<file path="config.mk">
export PLATFORM = sky130hd
export DESIGN_NAME = ess_seq
export DESIGN_NICKNAME = d
export VERILOG_FILES = /design/src/design/ess_pkg.sv /design/src/design/ess_seq.sv
export SDC_FILE = /design/constraint.sdc
export NUM_CORES = 1
export LEC_CHECK = 0
export ABC_AREA = 1
export ABC_CLOCK_PERIOD_IN_PS = 7600
export BUFFER_PORTS_ARGS = -buffer_cell sky130_fd_sc_hd__buf_2
export CORE_ASPECT_RATIO = 1.75
export CORE_MARGIN = 4
export CORE_UTILIZATION = 50
export CTS_BUF_LIST = sky130_fd_sc_hd__clkbuf_4
export CTS_CLUSTER_DIAMETER = 150
export DETAILED_ROUTE_END_ITERATION = 6
export PLACE_DENSITY = 0.78
export SYNTH_ARGS = -nofsm -noshare
export SYNTH_HDL_FRONTEND = slang
export SYNTH_SLANG_ARGS = --single-unit
</file>
<file path="constraint.sdc">
create_clock -name clk -period 7.6 [get_ports clk]
set_input_delay 1.52 -clock clk [delete_from_list [all_inputs] [get_ports clk]]
set_output_delay 1.52 -clock clk [all_outputs]
set_load 0.02 [all_outputs]
</file>
<file path="src/design/ess_pkg.sv">
package ess_pkg;
	localparam int ADDR_W = 16;
	localparam int DATA_W = 8;
	localparam int FIFO_DEPTH = 8;
	localparam int SEQ_ENTRIES = 3;
	localparam int SEQ_BYTES = 9;

	localparam logic [15:0] OFS_GEN_INSTR = 16'h0E28;
	localparam logic [15:0] OFS_GEN_ADDR_A = 16'h0E29;
	localparam logic [15:0] OFS_GEN_ADDR_B = 16'h0E2A;
	localparam logic [15:0] OFS_ANA_INSTR = 16'h0E2B;
	localparam logic [15:0] OFS_ANA_ADDR_A = 16'h0E2C;
	localparam logic [15:0] OFS_ANA_ADDR_B = 16'h0E2D;
	localparam logic [15:0] OFS_DIV_INSTR = 16'h0E2E;
	localparam logic [15:0] OFS_DIV_ADDR_A = 16'h0E2F;
	localparam logic [15:0] OFS_DIV_ADDR_B = 16'h0E30;
	localparam logic [15:0] OFS_CTRL = 16'h0E50;
	localparam logic [15:0] OFS_STAT = 16'h0E51;
	localparam logic [15:0] OFS_PTR_LO = 16'h0E52;
	localparam logic [15:0] OFS_PTR_HI = 16'h0E53;

	localparam logic [7:0] RST_GEN_INSTR = 8'h1E;
	localparam logic [15:0] RST_GEN_ADDR = 16'h0400;
	localparam logic [7:0] RST_ANA_INSTR = 8'h0E;
	localparam logic [15:0] RST_ANA_ADDR = 16'h0430;
	localparam logic [7:0] RST_DIV_INSTR = 8'h33;
	localparam logic [15:0] RST_DIV_ADDR = 16'h0440;
	localparam logic [15:0] RST_EE_PTR = 16'h0000;

	localparam int CTRL_START_BIT = 0;
	localparam int STAT_BUSY_BIT = 0;
	localparam int STAT_DONE_BIT = 1;
	localparam logic [1:0] CSUM_ENTRY = 2'h0;

	typedef struct packed {
		logic [ADDR_W-1:0] addr;
		logic [DATA_W-1:0] data;
	} ess_word_s;

	typedef enum logic [2:0] {
		S_IDLE, S_INSTR, S_ADDR_HI, S_ADDR_LO, S_RD, S_DATA, S_CSUM, S_NEXT
	} ess_state_e;
endpackage

</file>
<file path="src/design/ess_seq.sv">
`timescale 1ns/1ps

module ess_fifo #(
	parameter int W = 24,
	parameter int DEPTH = 8
) (
	input wire logic clk,
	input wire logic nrst,
	input wire logic in_valid,
	output logic in_ready,
	input wire logic [W-1:0] in_data,
	output logic out_valid,
	input wire logic out_ready,
	output logic [W-1:0] out_data
);
	localparam int PW = $clog2(DEPTH);
	logic [W-1:0] mem_r [DEPTH];
	logic [W-1:0] mem_nxt [DEPTH];
	logic [PW-1:0] wp_r, wp_nxt, rp_r, rp_nxt;
	logic [PW:0] cnt_r, cnt_nxt;
	logic push, pop;

	assign in_ready = (cnt_r != (PW+1)'(DEPTH));
	assign out_valid = (cnt_r != '0);
	assign out_data = mem_r[rp_r];
	assign push = in_valid && in_ready;
	assign pop = out_valid && out_ready;

	always_comb begin
		wp_nxt = wp_r;
		rp_nxt = rp_r;
		cnt_nxt = cnt_r;
		if (push) begin
			wp_nxt = (wp_r == PW'(DEPTH-1)) ? '0 : wp_r + 1'b1;
		end
		if (pop) begin
			rp_nxt = (rp_r == PW'(DEPTH-1)) ? '0 : rp_r + 1'b1;
		end
		if (push && !pop) begin
			cnt_nxt = cnt_r + 1'b1;
		end else if (pop && !push) begin
			cnt_nxt = cnt_r - 1'b1;
		end
	end

	always_ff @(posedge clk or negedge nrst) begin
		if (!nrst) begin
			wp_r <= '0;
			rp_r <= '0;
			cnt_r <= '0;
		end else begin
			wp_r <= wp_nxt;
			rp_r <= rp_nxt;
			cnt_r <= cnt_nxt;
		end
	end

	always_comb begin
		for (int i = 0; i < DEPTH; i++) begin
			mem_nxt[i] = mem_r[i];
		end
		if (push) begin
			mem_nxt[wp_r] = in_data;
		end
	end

	// storage has no reset; only the pointers and the count guard it
	always_ff @(posedge clk) begin
		for (int i = 0; i < DEPTH; i++) begin
			mem_r[i] <= mem_nxt[i];
		end
	end
endmodule

// Operation
// RULE1: instruction byte N orders a copy of N plus one bytes.
// RULE2: copy start address comes from the two bytes after the instruction.
// RULE3: instruction byte is written to the eeprom first, pointer plus one.
// RULE4: then the two address bytes are written, pointer plus two.
// RULE5: then the ordered register-map bytes are copied, pointer advancing past them.
// RULE6: general settings entry advances pointer by 32: 31 data plus checksum.
// RULE7: entry at 0x0E28 defaults to 31 bytes from 0x0400.
// RULE8: entry at 0x0E2B defaults to 0x0E, 15 bytes from 0x0430.
// RULE9: 0x0430 bytes are analog loop zero and channel zero driver settings.
// RULE10: entry at 0x0E2E defaults to 0x33, 52 bytes from 0x0440.
// RULE11: 0x0440 bytes are digital loop zero divider and loop bandwidth settings.
// RULE12: entries run in ascending order, each finished before the next.
// RULE13: count follows instruction plus one; checksum byte is added explicitly.
module ess_seq
	import ess_pkg::*;
#(
	parameter int DEPTH = FIFO_DEPTH
) (
	input wire logic clk,
	input wire logic nrst,
	input wire logic [ADDR_W-1:0] reg_addr,
	input wire logic [DATA_W-1:0] reg_wdata,
	input wire logic reg_wr,
	input wire logic reg_rd,
	output logic [DATA_W-1:0] reg_rdata,
	output logic [ADDR_W-1:0] map_addr,
	output logic map_rd,
	input wire logic [DATA_W-1:0] map_rdata,
	output logic ee_valid,
	input wire logic ee_ready,
	output ess_word_s ee_word
);
	logic [DATA_W-1:0] seq_r [SEQ_BYTES];
	logic [DATA_W-1:0] seq_nxt [SEQ_BYTES];
	logic [DATA_W-1:0] rdata_r, rdata_nxt;
	ess_state_e state_r, state_nxt;
	logic [1:0] ent_r, ent_nxt;
	logic [7:0] cnt_r, cnt_nxt;
	logic [ADDR_W-1:0] maddr_r, maddr_nxt;
	logic [ADDR_W-1:0] ptr_r, ptr_nxt;
	logic [DATA_W-1:0] csum_r, csum_nxt;
	logic done_r, done_nxt;
	logic push_valid, push_ready;
	ess_word_s push_word;
	logic [15:0] rel;
	logic in_seq;
	logic [3:0] idx;
	logic [SEQ_BYTES-1:0] seq_we;
	logic busy;
	logic [DATA_W-1:0] cur_instr;
	logic [DATA_W-1:0] cur_addr_a;
	logic [DATA_W-1:0] cur_addr_b;
	logic last_ent;
	logic csum_ent;
	logic start;

	// register bus decode
	assign rel = reg_addr - OFS_GEN_INSTR;
	assign in_seq = (reg_addr >= OFS_GEN_INSTR) && (reg_addr <= OFS_DIV_ADDR_B);
	assign idx = rel[3:0];
	assign busy = (state_r != S_IDLE);
	// start is ignored while busy; a second strobe cannot reset the pointer
	assign start = reg_wr && (reg_addr == OFS_CTRL) &&
		reg_wdata[CTRL_START_BIT] && !busy;

	always_comb begin
		seq_we = '0;
		if (reg_wr && in_seq) begin
			seq_we[idx] = 1'b1;
		end
	end

	// each entry holds instruction, address high, address low; a plain
	// select keeps the index away from an adder and a multiplier
	always_comb begin
		case (ent_r)
			2'h0: begin
				cur_instr = seq_r[0];
				cur_addr_a = seq_r[1];
				cur_addr_b = seq_r[2];
			end
			2'h1: begin
				cur_instr = seq_r[3];
				cur_addr_a = seq_r[4];
				cur_addr_b = seq_r[5];
			end
			2'h2: begin
				cur_instr = seq_r[6];
				cur_addr_a = seq_r[7];
				cur_addr_b = seq_r[8];
			end
			default: begin
				cur_instr = '0;
				cur_addr_a = '0;
				cur_addr_b = '0;
			end
		endcase
	end

	assign last_ent = (ent_r == 2'(SEQ_ENTRIES-1));
	assign csum_ent = (ent_r == CSUM_ENTRY);

	always_comb begin
		for (int i = 0; i < SEQ_BYTES; i++) begin
			seq_nxt[i] = seq_r[i];
		end
		// entries stay writable while saving; count and address of the running entry are latched once its address low byte is pushed
		for (int i = 0; i < SEQ_BYTES; i++) begin
			if (seq_we[i]) begin
				seq_nxt[i] = reg_wdata;
			end
		end
		rdata_nxt = '0;
		if (reg_rd) begin
			if (in_seq) begin
				rdata_nxt = seq_r[idx];
			end else begin
				case (reg_addr)
					OFS_STAT: begin
						rdata_nxt[STAT_BUSY_BIT] = busy;
						rdata_nxt[STAT_DONE_BIT] = done_r;
					end
					OFS_PTR_LO: rdata_nxt = ptr_r[7:0];
					OFS_PTR_HI: rdata_nxt = ptr_r[15:8];
					default: rdata_nxt = '0;
				endcase
			end
		end
	end

	always_ff @(posedge clk or negedge nrst) begin
		if (!nrst) begin
			seq_r[0] <= RST_GEN_INSTR; // RULE7
			seq_r[1] <= RST_GEN_ADDR[15:8]; // RULE7
			seq_r[2] <= RST_GEN_ADDR[7:0]; // RULE7
			seq_r[3] <= RST_ANA_INSTR; // RULE8
			seq_r[4] <= RST_ANA_ADDR[15:8]; // RULE8 RULE9
			seq_r[5] <= RST_ANA_ADDR[7:0]; // RULE8 RULE9
			seq_r[6] <= RST_DIV_INSTR; // RULE10
			seq_r[7] <= RST_DIV_ADDR[15:8]; // RULE10 RULE11
			seq_r[8] <= RST_DIV_ADDR[7:0]; // RULE10 RULE11
			rdata_r <= '0;
		end else begin
			for (int i = 0; i < SEQ_BYTES; i++) begin
				seq_r[i] <= seq_nxt[i];
			end
			rdata_r <= rdata_nxt;
		end
	end

	assign reg_rdata = rdata_r;

	// the stream strobe depends on the state alone, the map read also on fifo room;
	// the next-state block below only decides when a step is finished
	always_comb begin
		push_valid = 1'b0;
		push_word = '0;
		map_rd = 1'b0;
		case (state_r)
			S_INSTR: begin
				push_valid = 1'b1;
				push_word = '{addr: ptr_r, data: cur_instr}; // RULE3
			end
			S_ADDR_HI: begin
				push_valid = 1'b1;
				push_word = '{addr: ptr_r, data: cur_addr_a}; // RULE4
			end
			S_ADDR_LO: begin
				push_valid = 1'b1;
				push_word = '{addr: ptr_r, data: cur_addr_b}; // RULE4
			end
			S_RD: begin
				// read only with room, so the one-cycle answer is never dropped
				map_rd = push_ready; // RULE5
			end
			S_DATA: begin
				push_valid = 1'b1;
				push_word = '{addr: ptr_r, data: map_rdata}; // RULE5
			end
			S_CSUM: begin
				push_valid = 1'b1;
				push_word = '{addr: ptr_r, data: csum_r}; // RULE6 RULE13
			end
			default: begin
				push_valid = 1'b0;
				push_word = '0;
				map_rd = 1'b0;
			end
		endcase
	end

	// sequencer
	always_comb begin
		state_nxt = state_r;
		ent_nxt = ent_r;
		cnt_nxt = cnt_r;
		maddr_nxt = maddr_r;
		ptr_nxt = ptr_r;
		csum_nxt = csum_r;
		done_nxt = done_r;
		case (state_r)
			S_IDLE: begin
				if (start) begin
					state_nxt = S_INSTR;
					ent_nxt = '0;
					ptr_nxt = RST_EE_PTR;
					done_nxt = 1'b0;
				end
			end
			S_INSTR: begin
				if (push_ready) begin
					ptr_nxt = ptr_r + 16'h0001; // RULE3
					state_nxt = S_ADDR_HI;
				end
			end
			S_ADDR_HI: begin
				if (push_ready) begin
					ptr_nxt = ptr_r + 16'h0001; // RULE4
					state_nxt = S_ADDR_LO;
				end
			end
			S_ADDR_LO: begin
				if (push_ready) begin
					ptr_nxt = ptr_r + 16'h0001; // RULE4
					maddr_nxt = {cur_addr_a, cur_addr_b}; // RULE2
					cnt_nxt = cur_instr; // RULE1 RULE13
					csum_nxt = '0;
					state_nxt = S_RD;
				end
			end
			S_RD: begin
				if (push_ready) begin
					state_nxt = S_DATA;
				end
			end
			S_DATA: begin
				// room was checked before the read; no push since
				ptr_nxt = ptr_r + 16'h0001; // RULE5
				maddr_nxt = maddr_r + 16'h0001;
				csum_nxt = csum_r + map_rdata;
				if (cnt_r == 8'h00) begin
					// count runs from N down to 0: N plus one bytes
					state_nxt = csum_ent ? S_CSUM : S_NEXT; // RULE1
				end else begin
					cnt_nxt = cnt_r - 8'h01;
					state_nxt = S_RD;
				end
			end
			S_CSUM: begin
				if (push_ready) begin
					ptr_nxt = ptr_r + 16'h0001; // RULE6
					state_nxt = S_NEXT;
				end
			end
			S_NEXT: begin
				if (last_ent) begin
					state_nxt = S_IDLE;
					done_nxt = 1'b1;
				end else begin
					ent_nxt = ent_r + 2'h1; // RULE12
					state_nxt = S_INSTR;
				end
			end
			default: state_nxt = S_IDLE;
		endcase
	end

	always_ff @(posedge clk or negedge nrst) begin
		if (!nrst) begin
			state_r <= S_IDLE;
			ent_r <= '0;
			cnt_r <= '0;
			maddr_r <= '0;
			ptr_r <= RST_EE_PTR;
			csum_r <= '0;
			done_r <= 1'b0;
		end else begin
			state_r <= state_nxt;
			ent_r <= ent_nxt;
			cnt_r <= cnt_nxt;
			maddr_r <= maddr_nxt;
			ptr_r <= ptr_nxt;
			csum_r <= csum_nxt;
			done_r <= done_nxt;
		end
	end

	assign map_addr = maddr_r;

	ess_fifo #(
		.W($bits(ess_word_s)),
		.DEPTH(DEPTH)
	) u_fifo (
		.clk(clk),
		.nrst(nrst),
		.in_valid(push_valid),
		.in_ready(push_ready),
		.in_data(push_word),
		.out_valid(ee_valid),
		.out_ready(ee_ready),
		.out_data(ee_word)
	);
endmodule

</file>
# Yosys cells after proc, flatten, opt, wreduce, memory -nomap -nowiden
# Memory sizes are Yosys's and may differ from the RTL's.
# Cells that the tools add are included.
# totals
regBits	144
ramBits	192
wordCells	147
out_inout_bits	50
mem_count	1
input_bits	37
# memory_table
name	words	word_bits	read_ports	rd_ports_with_merged_regs	write_ports	line_no	rtl
u_fifo.mem_r	8	24	9	0	8	ess_seq.sv:17	logic [W-1:0] mem_r [DEPTH];
# op_classes
addsub	10
n_eq_ne	26
n_mux	50
bitwise_logic	2
n_lt_le_gt_ge	7
reduce_logical	31
# op_table
operator	count
192-bit bitwise mux	1
192-bit two-way mux	1
24-bit case mux with 5 select lines	1
24-bit demux with 3-bit select	1
8-bit case mux with 3 select lines	3
16-bit by 12-bit == test with 1-bit output (second input constant)	4
8-bit two-way mux	7
16-bit two-way mux	3
16-bit case mux with 3 select lines	1
16-bit by 1-bit adder with 16-bit output (second input constant)	2
8-bit binary-select mux with 4-bit select	1
16-bit case mux with 2 select lines	1
8-bit case mux with 2 select lines	2
24-bit two-way mux	1
3-bit two-way mux	8
3-bit case mux with 8 select lines	1
3-bit == test (second input constant)	6
2-bit inequality test (second input constant)	9
16-bit by 12-bit greater-or-equal comparator with 1-bit output (second input constant)	1
16-bit by 12-bit <= comparator with 1-bit output (second input constant)	1
6-bit case mux with 2 select lines	1
3-bit AND reduction	4
1-bit logical AND	11
9-bit two-way mux	1
38 further kinds	54

# Logic depth before layout (Yosys ltp)
# Gate-level depths: netlist of run 1.
# depth
ltp_word	8
ltp_mapped	13
mapped_depth_nobuf	12

# Modules after synthesis
# From an unflattened synthesis of run 1, not the netlist that was laid out.
# hier_totals
cells_unflattened	2048
area_unflattened_um2	17346.6
# modules_own_cells
module	area_each_um2	n_inst	cells_each	seq_area_each_um2
ess_seq	9011.1	1	1320	3374.5
ess_fifo	8335.5	1	728	6015.8

# Worst setup path after synthesis of run 1
# OpenSTA, ideal clock, no wires.
# synth_timing
path_type	reg-to-output
start	register u_fifo.rp_r[0]
end	output port ee_word[10] (netlist bit)
arrival_time_ps	1460
n_path_buf	3
stages_incl_launch_ff	9
t_required_ps	6080
path_slack_ps	4620
cell_sequence	dfrtp_1 > buf_2 > inv_2 > buf_2 > buf_1 > nor2_1 > o32ai_1 > nand2_1 > nand2_1
# synth_rtl
element	line_no	rtl
from (decl)	ess_seq.sv:19	logic [PW-1:0] wp_r, wp_nxt, rp_r, rp_nxt;
from (signal assigned)	ess_seq.sv:53	rp_r <= rp_nxt;
to (decl)	ess_seq.sv:106	output ess_word_s ee_word

==> results.ini, run 1 <==
[detailed_routing]
met1_length_um = 16360
detail-route-antenna-nets = 0
wl_met3_um = 3247
num_vias = 14470
dr.max_layer_used = met4
drcViolationCount = 0
viasPerCell = 5.697
wl_um = 46470
drt_pass1_iterations = 5
drt_iter0_drc = 1237
wl_met2_um = 23750
post_drt_wl_per_cell_um = 18.30

[cts]
cts_buffer_depth = 3
ctsHtreeMaxLevel = 3
cts_root_buf = clkbuf_4
cts_inserted_buffers = 76
clk_pin_slew_ps = 70
post_cts_buffers = 0
cts_resized = 0
numClockSinks = 336
postCtsHoldBufs = 0
cts_tree = yes
clkLatencyLatePin_ps = 780

[global_routing]
grt-ovfl-total = 0
grt_usage_pct = 24.94
grt_pass1_wl_um = 73530
grt_pass1_vias = 14200
antenna_found_initial = 2
grt_max_degree = 99

[sta]
finalHoldViolations = 0
setup_tns_ps = 0
slew_headroom_pct = 31.25
rsz0062_at_grt = no
fmax_mhz = 194.4
setup_viol = 0
fin_crit_ps = 5144
drv_slew = 0
worstMarginPinSlew_ps = 1030
skew_ps = 43.83
min_period_over_period_pct = 67.69

[yosys]
synthCells = 1944
synth_ff_type = edfxtp_1
synth_xor_area_share_pct = 0.5696
synth_cell_types = 42
synth_fa_ha_area_share_pct = 1.864
ys_ff_latch = 336
synth_top_family_by_area = simple AND/OR/NAND/NOR gates
synth_edf_count = 192
syn_area_um2 = 16910
syn_nets = 2005
ys_seq_area_share_pct = 55.51
syn_avg_cell_area_um2 = 8.701
muxShareOfSynthArea_pct = 0.06657
synth_compound_area_share_pct = 8.936
async_flop_share_pct = 42.86
synthSimpleGateAreaFrac_pct = 26.70
ys_warn_count = 0

[setup_path]
worst-setup-path-type = register to primary output
crit_path_max_incr_delay_ps = 640
worstSetupStartpointType = register
required_ps = 6080
crit_fanout = 98
cp-end-kind = primary output
slowest_stage = inv_2
path_cells = buf_4 > inv_2 > buf_4 > nor2_1 > o32ai_1 > nand2_1 > nand2_1 > buf_2
cp.arrival_ps = 3620

[cells_and_area]
regArea_um2 = 9393
area_delta_synth_final_pct = 10.22
drive_above_1_share_pct = 14.29
layout_common_cells = nand2_1, nor2_1, edfxtp_1, inv_1, o21ai_0
final_common_cell = nand2_1
multi_input_area_um2 = 6482
n_fill_cell = 2937
final_nets = 2084

[placement]
hpwl_um = 30950
gp_routability_congestion = 0.9814
io_buffers = 86

[floorplanning]
core-area_um2 = 33140
fp-row-count = 88
num_io_pins = 87
die-height_um = 251.3
die_x_um = 147.0
dieArea_um2 = 36950
initial_core_util_pct = 51.04

[power]
p_total_mw = 6.529
p_leak_nw = 7.824
max-vdd-ir-drop_mv = 0.2818
powerDensity_nw_per_um2 = 350.2

[run]
maxCapViolations = 0

[status]
status = finished, final reports clean

[min_path]
min_path_type = register to register

-- power breakdown --
part,internal (mW),switching [mW]
sequential,2.37,0.213
clock,0.792,0.724
combinational,0.692,1.73
total,3.86,2.67
-- routing by layer --
layer,track usage (%),vias to the layer above
met5,0,-
met4,16.42,0
met3,5.194,189
met2,44.04,689
met1,26.80,6823
li1,-,6764
-- Yosys cell counts (all sizes together), types with 2 or more instances --
cell type  number  area (um^2)
clkbuf         55        206.5
nor2          305         1202
nand3         113        603.1
inv           154        578.1
nand4          93        581.8
dfrtp         127         3178
xnor2           2        17.52
fa              2        40.04
dfstp          17        446.7
buf            48        290.3
a31oi           3        18.77
o22ai           5        31.28
o211ai         20        150.1
o32ai          48        420.4
a21oi          19        95.09
edfxtp        192         5766
o21ai         151        763.2
xor2            9        78.83
nand2         539         2038
nand3b          2        15.01
or2             3        18.77
nor3            9        50.05
ha             22        275.3
-- cell families after synthesis --
group / Yosys count
AOI/OAI and AO/OA: 250
xor gates and xnor gates: 11
adders and majority gates: 24
buffers and inverters: 257
DFF: 336
muxes: 1
and+or+nand+nor: 1065
-- worst paths after layout --
| path | startpoint | end | slack (ps) | cells after the start |
|---|---|---|---|---|
| max in group asynchronous | nrst | u_fifo.rp_r[1] | 5480 | 2 |
| max | u_fifo.rp_r[0] | ee_word[22] | 2460 | 8 |
| min reg2reg | seq_r[58] | seq_r[58] | 470 | 2 |
| min | seq_r[58] | seq_r[58] | 470 | 2 |
| min in group asynchronous | nrst | csum_r[1] | 820 | 1 |
| max reg2reg | ent_r[0] | u_fifo.mem_r[7][2] | 4590 | 6 |
-- stage by stage --
step           hold WS (ps)  worst slack [ps]  std cells  util [%]  instance area, um^2
3_5_place_dp          460.2              3281       2395     53.07                17590
6_report              470.2              2456       2539     56.26                18640
2_1_floorplan         441.9              4620       1944         -                16920
3_3_place_gp          453.1              3432       2395     53.07                17590
5_1_grt               487.4              2070       2538     56.25                18640
4_1_cts               471.3              2429       2536     56.23                18640
-- flip-flops by register name, indices dropped and copies added (netlist names), 2 cells and up --
name	count
csum_r	8
ent_r	2
seq_r	72
reg_rdata	8
u_fifo.rp_r	3
u_fifo.cnt_r	4
u_fifo.wp_r	3
ptr_r	16
u_fifo.mem_r	192
state_r	3
cnt_r	8
map_addr	16
-- final cells by class --
class	instances	area share, %
Multi-Input combinational cell	1351	34.77
Timing Repair Buffer	104	3.067
Sequential cell	336	50.38
Clock buffer	113	4.550
Clock inverter	28	1.074
Inverter	154	3.100
Antenna cell	3	0.04027
Tap cell	450	3.020
-- worst max-delay path: cells and delay by family (launching register included) --
family / cells / cell delay (ps)
buffers and inverters: 4 / 1850
flip-flops: 1 / 390
AND/OR/NAND/NOR: 3 / 290
AO/OA/AOI/OAI: 1 / 310
Power figures use the tool's default switching activity.
==> inputs of run 2 (changes only) <==
--- a/config.mk
+++ b/config.mk
@@ -5,8 +5,8 @@
 export SDC_FILE = /design/constraint.sdc
 export NUM_CORES = 1
 export LEC_CHECK = 0
-export ABC_AREA = 1
-export ABC_CLOCK_PERIOD_IN_PS = 7600
+export ABC_AREA = 0
+export ABC_CLOCK_PERIOD_IN_PS = 4300
 export BUFFER_PORTS_ARGS = -buffer_cell sky130_fd_sc_hd__buf_2
 export CORE_ASPECT_RATIO = 1.75
 export CORE_MARGIN = 4
@@ -14,7 +14,7 @@
 export CTS_BUF_LIST = sky130_fd_sc_hd__clkbuf_4
 export CTS_CLUSTER_DIAMETER = 150
 export DETAILED_ROUTE_END_ITERATION = 6
-export PLACE_DENSITY = 0.78
+export PLACE_DENSITY = 0.81
 export SYNTH_ARGS = -nofsm -noshare
 export SYNTH_HDL_FRONTEND = slang
 export SYNTH_SLANG_ARGS = --single-unit
==> constraint.sdc (replaced) <==
create_clock -name clk -period 4.3 [get_ports clk]
set_input_delay 0.86 -clock clk [delete_from_list [all_inputs] [get_ports clk]]
set_output_delay 0.86 -clock clk [all_outputs]
set_load 0.02 [all_outputs]
==> results.ini, run 2 <==
[yosys]
syn_nets = 1122  ; -44%
synth_cell_types = 71  ; +69%
ys_seq_area_share_pct = 60.48  ; +5.0 points
syn_area_um2 = 15530  ; -8.2%
async_flop_share_pct = 42.86  ; unchanged
yosysTopAreaCellShare_pct = 37.13  ; +3.0 points
synthTopCellsByCount = edfxtp_1, dfrtp_1, mux2_2
synth_top_family_by_area = multiplexers
ys_warn_count = 0  ; unchanged
synth_edf_count = 192  ; unchanged
synth_compound_area_share_pct = 7.672  ; -1.3 points
synth_ff_type = edfxtp_1
synth_top_area_cell = edfxtp_1
muxShareOfSynthArea_pct = 17.19  ; +17 points
syn_avg_cell_area_um2 = 14.63  ; +68%
synth_area_leaders = edfxtp_1, dfrtp_1, mux4_2
synth_fa_ha_area_share_pct = 2.031  ; +0.17 points
synth_xor_area_share_pct = 1.354  ; +0.78 points
synthCells = 1061  ; -45%
synthMostInstantiatedCell = edfxtp_1
ys_ff_latch = 336  ; unchanged
synthSimpleGateAreaFrac_pct = 9.485  ; -17 points

[setup_path]
required_ps = 3440  ; -2640 ps
worst-setup-path-type = register to primary output
cp.arrival_ps = 2810  ; -810 ps
crit_path_max_incr_delay_ps = 710  ; +70 ps
cp-end-kind = primary output
slowest_stage = dfrtp_2
crit_fanout = 17  ; -83%
path_cells = buf_4 > mux4_2 > mux2_2 > buf_2
worstSetupStartpointType = register

[cts]
clk_pin_slew_ps = 70  ; about the same
numClockSinks = 336  ; unchanged
post_cts_buffers = 0  ; unchanged
cts_tree = yes
clkLatencyLatePin_ps = 750  ; -30 ps
cts_buffer_depth = 3  ; unchanged
cts_inserted_buffers = 72  ; -5.3%
cts_root_buf = clkbuf_4
cts_resized = 0  ; unchanged
ctsHtreeMaxLevel = 3  ; unchanged
postCtsHoldBufs = 0  ; unchanged

[cells_and_area]
top_register = u_fifo.mem_r
final_common_cell = edfxtp_1
final_nets = 1246  ; -40%
stdcell_count = 1631  ; -36%
drive_above_1_share_pct = 35.75  ; +21 points
multi_input_area_um2 = 5918  ; -8.7%
largest_reg_flops = 192  ; unchanged
regArea_um2 = 9393  ; unchanged
n_fill_cell = 2398  ; -18%
top_regs = u_fifo.mem_r (192), seq_r (72)
area_delta_synth_final_pct = 12.55
layout_common_cells = edfxtp_1, dfrtp_1, clkbuf_4, mux2_2, buf_2
final_core_util_pct = 56.85  ; +0.60 points

[floorplanning]
num_io_pins = 87  ; unchanged
dieArea_um2 = 34050  ; -7.9%
die-height_um = 241.1  ; -4.1%
core-area_um2 = 30740  ; -7.3%
initial_core_util_pct = 50.51  ; -0.52 points
fp-row-count = 85  ; -3.4%
die_x_um = 141.2  ; -4.0%

[min_path]
min_path_type = primary input to async pin

[detailed_routing]
post_drt_wl_per_cell_um = 24.13  ; +32%
drcViolationCount = 16  ; +16
drt_pass1_iterations = 7  ; +2
wl_um = 39360  ; -15%
num_vias = 10300  ; -29%
viasPerCell = 6.315  ; +11%
detail-route-antenna-nets = 0  ; unchanged
drt_iter0_drc = 1359  ; +9.9%

[sta]
min_period_over_period_pct = 85.27
drv_slew = 0  ; unchanged
fmax_mhz = 272.7
fin_crit_ps = 3666
setup_tns_ps = 0  ; unchanged
setup_ws_ps = 633.6  ; -1822 ps
finalHoldViolations = 0  ; unchanged
worstMarginPinSlew_ps = 1209  ; +178.6 ps
rsz0062_at_grt = no
hold_ws_ps = 152.2  ; -318.1 ps
skew_ps = 35.99  ; -7.836 ps
setup_viol = 0  ; unchanged
slew_headroom_pct = 18.98  ; -12 points

[global_routing]
grt-ovfl-total = 0  ; unchanged
grt_pass1_vias = 10570  ; -26%
grt_usage_pct = 23.55  ; -1.4 points
grt_pass1_wl_um = 60860  ; -17%
grt_max_degree = 92  ; -7.1%
antenna_found_initial = 1  ; -1

[power]
p_leak_nw = 6.863  ; -12%
max-vdd-ir-drop_mv = 0.4112  ; +46%
powerDensity_nw_per_um2 = 654.1  ; +87%

[placement]
hpwl_um = 27200  ; -12%
place_ws_ps = 855.1  ; -2426 ps
io_buffers = 86  ; unchanged
dpl.cell_count = 1502  ; -37%
gp_routability_congestion = 0.9548  ; -2.7%

[status]
status = finished, violations left
violations = design-rule violations

[run]
maxCapViolations = 0  ; unchanged

run 2: report_power, final:
group	switching, mW	internal (mW)	leakage (nW)
sequential	0.526	4.29	3.65
clock	1.20	1.37	0.585
combinational	2.41	1.63	2.62
run 2: metal layers:
metal / wire, um / GRT usage, %
met3: 2315 / 4.738
met2: 20960 / 42.20
met1: 13100 / 24.89
met4: 2992 / 15.52
met5: 0 / 0
run 2: cell type report:
class                   instances  area share (%)
multi-input cells             652           33.87
inverters                      15          0.3222
well taps                     391           2.800
clock inverters                15          0.8019
flip-flops and latches        336           53.75
clock buffers                 113           4.855
diodes                          1         0.01432
repair buffers                108           3.587
run 2: final timing paths:
path                                 start            endpoint  slack [ps]  cells past startpoint
min reg2reg                u_fifo.cnt_r[3]     u_fifo.cnt_r[3]         510                      1
max                         u_fifo.rp_r[0]         ee_word[11]         630                      4
min                                   nrst           csum_r[4]         150                      1
max in group asynchronous             nrst           seq_r[66]        3250                      2
min in group clk                    reg_rd        reg_rdata[7]         450                      2
max reg2reg                       ent_r[0]  u_fifo.mem_r[2][7]         970                      7
run 2: cells by family after synthesis:
group / count (synthesis)
XOR/XNOR: 24
AO/OA/AOI/OAI: 161
flip-flops: 336
adder cells (fa/ha/maj): 24
buffers and inverters: 73
multiplexers: 174
AND/OR/NAND/NOR: 269
run 2: metrics by stage:
step | instance area, um^2 | total power, mW
4_1_cts | 17470 | 11.52
6_report | 17470 | 11.43
2_1_floorplan | 15530 | 7.607
3_5_place_dp | 16480 | 8.935
3_3_place_gp | 16480 | 8.758
5_1_grt | 17470 | 12.09
run 2: critical path: cells and delay by family, from the launching register on:
family                 cells  cell delay (ps)
buffers and inverters      2              540
multiplexers               2              810
flip-flops                 1              710
==> inputs of run 3 (changes only) <==
--- a/config.mk
+++ b/config.mk
@@ -5,7 +5,7 @@
 export SDC_FILE = /design/constraint.sdc
 export NUM_CORES = 1
 export LEC_CHECK = 0
-export ABC_AREA = 0
+export ABC_AREA = 1
 export ABC_CLOCK_PERIOD_IN_PS = 4300
 export BUFFER_PORTS_ARGS = -buffer_cell sky130_fd_sc_hd__buf_2
 export CORE_ASPECT_RATIO = 1.75
@@ -15,6 +15,8 @@
 export CTS_CLUSTER_DIAMETER = 150
 export DETAILED_ROUTE_END_ITERATION = 6
 export PLACE_DENSITY = 0.81
+export REMOVE_ABC_BUFFERS = 1
 export SYNTH_ARGS = -nofsm -noshare
 export SYNTH_HDL_FRONTEND = slang
+export SYNTH_HIERARCHICAL = 1
 export SYNTH_SLANG_ARGS = --single-unit
==> results.ini, run 3 <==
[status]
status = finished, final reports clean

[detailed_routing]
detail-route-antenna-nets = 0  ; unchanged
drt_pass1_iterations = 7  ; unchanged
wl_um = 47810  ; +21%
viasPerCell = 5.578  ; -12%
drt_iter0_drc = 1013  ; -25%
drcViolationCount = 0  ; -16
post_drt_wl_per_cell_um = 18.00  ; -25%
num_vias = 14810  ; +44%

[setup_path]
crit_fanout = 98  ; +81
worst-setup-path-type = register to primary output
crit_path_max_incr_delay_ps = 710  ; about the same
required_ps = 3440  ; about the same
cp.arrival_ps = 2790  ; -20 ps
worstSetupStartpointType = register
r2r_cells = 15  ; +8
crit_family = buffers and inverters
path_cells = buf_4 > o21ai_0 > o21ai_0 > nand2_1 > nand2_1 > buf_2
slowest_stage = buf_4
cp.depth = 6  ; +2
cp.buffers_inverters = 2  ; unchanged
cp-end-kind = primary output

[sta]
skew_ps = 34.55  ; -1.438 ps
finalHoldViolations = 0  ; unchanged
slew_headroom_pct = 21.49  ; +2.5 points
fmax_mhz = 274.3  ; +0.58%
drv_slew = 0  ; unchanged
min_period_over_period_pct = 84.78  ; -0.49 points
setup_ws_ps = 654.6  ; +21.03 ps
setup_tns_ps = 0  ; unchanged
rsz0062_at_grt = no
setup_viol = 0  ; unchanged
hold_ws_ps = 119.6  ; -32.62 ps
fin_crit_ps = 3645  ; -21.03 ps
worstMarginPinSlew_ps = 1176  ; -32.37 ps

[cells_and_area]
area_delta_synth_final_pct = 9.528
top_regs = u_fifo/mem_r (192), seq_r (72)
final_core_util_pct = 55.32  ; -1.5 points
n_fill_cell = 3078  ; +28%
drive_above_1_share_pct = 13.28  ; -22 points
largest_reg_flops = 192  ; unchanged
layout_common_cells = nand2_1, edfxtp_1, nor2_1, inv_1, o21ai_0
top_register = u_fifo/mem_r
final_nets = 2196  ; +76%
final_common_cell = nand2_1

[yosys]
ys_ff_latch = 336  ; unchanged
synth_area_leaders = edfxtp_1, dfrtp_1, nand2_1
muxShareOfSynthArea_pct = 0  ; -17 points
synth_xor_area_share_pct = 0.8078  ; -0.55 points
synth_compound_area_share_pct = 7.516  ; -0.16 points
synthMostInstantiatedCell = nand2_1
synth_cell_types = 43  ; -39%
synthCells = 2048  ; +93%
synthSimpleGateAreaFrac_pct = 28.78  ; +19 points
synthTopCellsByCount = nand2_1, nor2_1, edfxtp_1
synth_edf_count = 192  ; unchanged
async_flop_share_pct = 42.86  ; unchanged
ys_warn_count = 6  ; +6
synth_ff_type = edfxtp_1
synth_fa_ha_area_share_pct = 1.818  ; -0.21 points
yosysTopAreaCellShare_pct = 33.24  ; -3.9 points
synth_top_family_by_area = simple AND/OR/NAND/NOR gates
syn_area_um2 = 17350  ; +12%
syn_avg_cell_area_um2 = 8.470  ; -42%
synth_top_area_cell = edfxtp_1
ys_seq_area_share_pct = 54.13  ; -6.3 points

[cts]
cts_root_buf = clkbuf_4
clkLatencyLatePin_ps = 770  ; +20 ps
cts_resized = 0  ; unchanged
numClockSinks = 336  ; unchanged
post_cts_buffers = 0  ; unchanged
cts_tree = yes
cts_inserted_buffers = 74  ; +2.8%
postCtsHoldBufs = 0  ; unchanged
clk_pin_slew_ps = 70  ; about the same
cts_buffer_depth = 3  ; unchanged
ctsHtreeMaxLevel = 3  ; unchanged

[placement]
place_ws_ps = 1250  ; +394.9 ps
io_buffers = 86  ; unchanged
hpwl_um = 32340  ; +19%
gp_routability_congestion = 0.9799  ; +2.6%

[power]
powerDensity_nw_per_um2 = 609.4  ; -6.8%
max-vdd-ir-drop_mv = 0.4545  ; +11%
p_leak_nw = 8.400  ; +22%
p_total_mw = 11.58  ; +1.3%

[global_routing]
grt_pass1_wl_um = 75870  ; +25%
grt_usage_pct = 25.55  ; +2.0 points
antenna_found_initial = 2  ; +1
grt_pass1_vias = 14570  ; +38%
grt_max_degree = 99  ; +7.6%
grt-ovfl-total = 0  ; unchanged

[floorplanning]
core-area_um2 = 34350  ; +12%
die-height_um = 254.4  ; +5.5%
die_x_um = 148.8  ; +5.4%
fp-row-count = 90  ; +5.9%
dieArea_um2 = 37850  ; +11%
initial_core_util_pct = 50.51  ; about the same
num_io_pins = 87  ; unchanged

[min_path]
min_path_type = primary input to async pin

[run]
maxCapViolations = 0  ; unchanged

run 3: changes by cell type in the layout (fill, tap and decap cells not counted), moves of 21 or more:
| cell | previous run | this run |
|---|---|---|
| mux4_2 | 64 | 0 |
| nand4_1 | 7 | 88 |
| a22oi_1 | 21 | 0 |
| nor2_1 | 67 | 185 |
| o21ai_1 | 1 | 51 |
| inv_1 | 15 | 156 |
| nand2_1 | 48 | 747 |
| nand3_1 | 26 | 102 |
| a222oi_1 | 24 | 0 |
| mux2_2 | 97 | 0 |
| o21ai_0 | 29 | 137 |
run 3: worst paths after layout:
check | start | endpoint | slack [ps]
max in group asynchronous | nrst | seq_r[29] | 3210
worst min register to register | seq_r[67] | seq_r[67] | 470
worst min-delay path | nrst | map_addr[9] | 120
worst max-delay path | u_fifo/rp_r[0] | ee_word[1] | 650
min in group clk | ee_ready | u_fifo/rp_r[2] | 360
worst max register to register | state_r[0] | u_fifo/cnt_r[3] | 1200
run 3: cell families (layout without fill, tap and decap cells):
group / count (synthesis) / after routing
xor+xnor: 16 / 16
other cells: 0 / 5
buf+inv: 262 / 405
flops: 336 / 336
fa+ha+maj: 24 / 24
compound gates: 239 / 239
simple gates: 1171 / 1171
run 3: layer usage:
metal	GRT usage, %	share of wire (%)	up-vias
met1	27.01	35	7016
li1	-	-	6974
met4	17.33	7.2	0
met5	0	0	-
met3	4.196	5.8	208
met2	46.26	52	616
run 3: report_power, final:
part | internal (mW) | leakage [nW] | switching, mW
combinational | 1.20 | 4.10 | 3.29
sequential | 4.17 | 3.72 | 0.304
clock | 1.37 | 0.583 | 1.24
run 3: layout make-up:
class                   count  area (um^2)  share of cell area, %
repair buffers            112        631.9                  3.326
inverters                 161        606.8                  3.194
well taps                 460        575.6                  3.029
flip-flops and latches    336         9392                  49.43
diodes                      5        12.51                0.06585
clock inverters            27        209.0                  1.100
multi-input cells        1450         6784                  35.71
clock buffers             105        788.3                  4.149
run 3: through the flow:
stage / area [um^2] / cells
floorplan: 16750 / 1947
global placement: 17990 / 2519
detailed placement: 17990 / 2519
CTS: 18990 / 2651
global route: 18990 / 2654
finish: 19000 / 2656
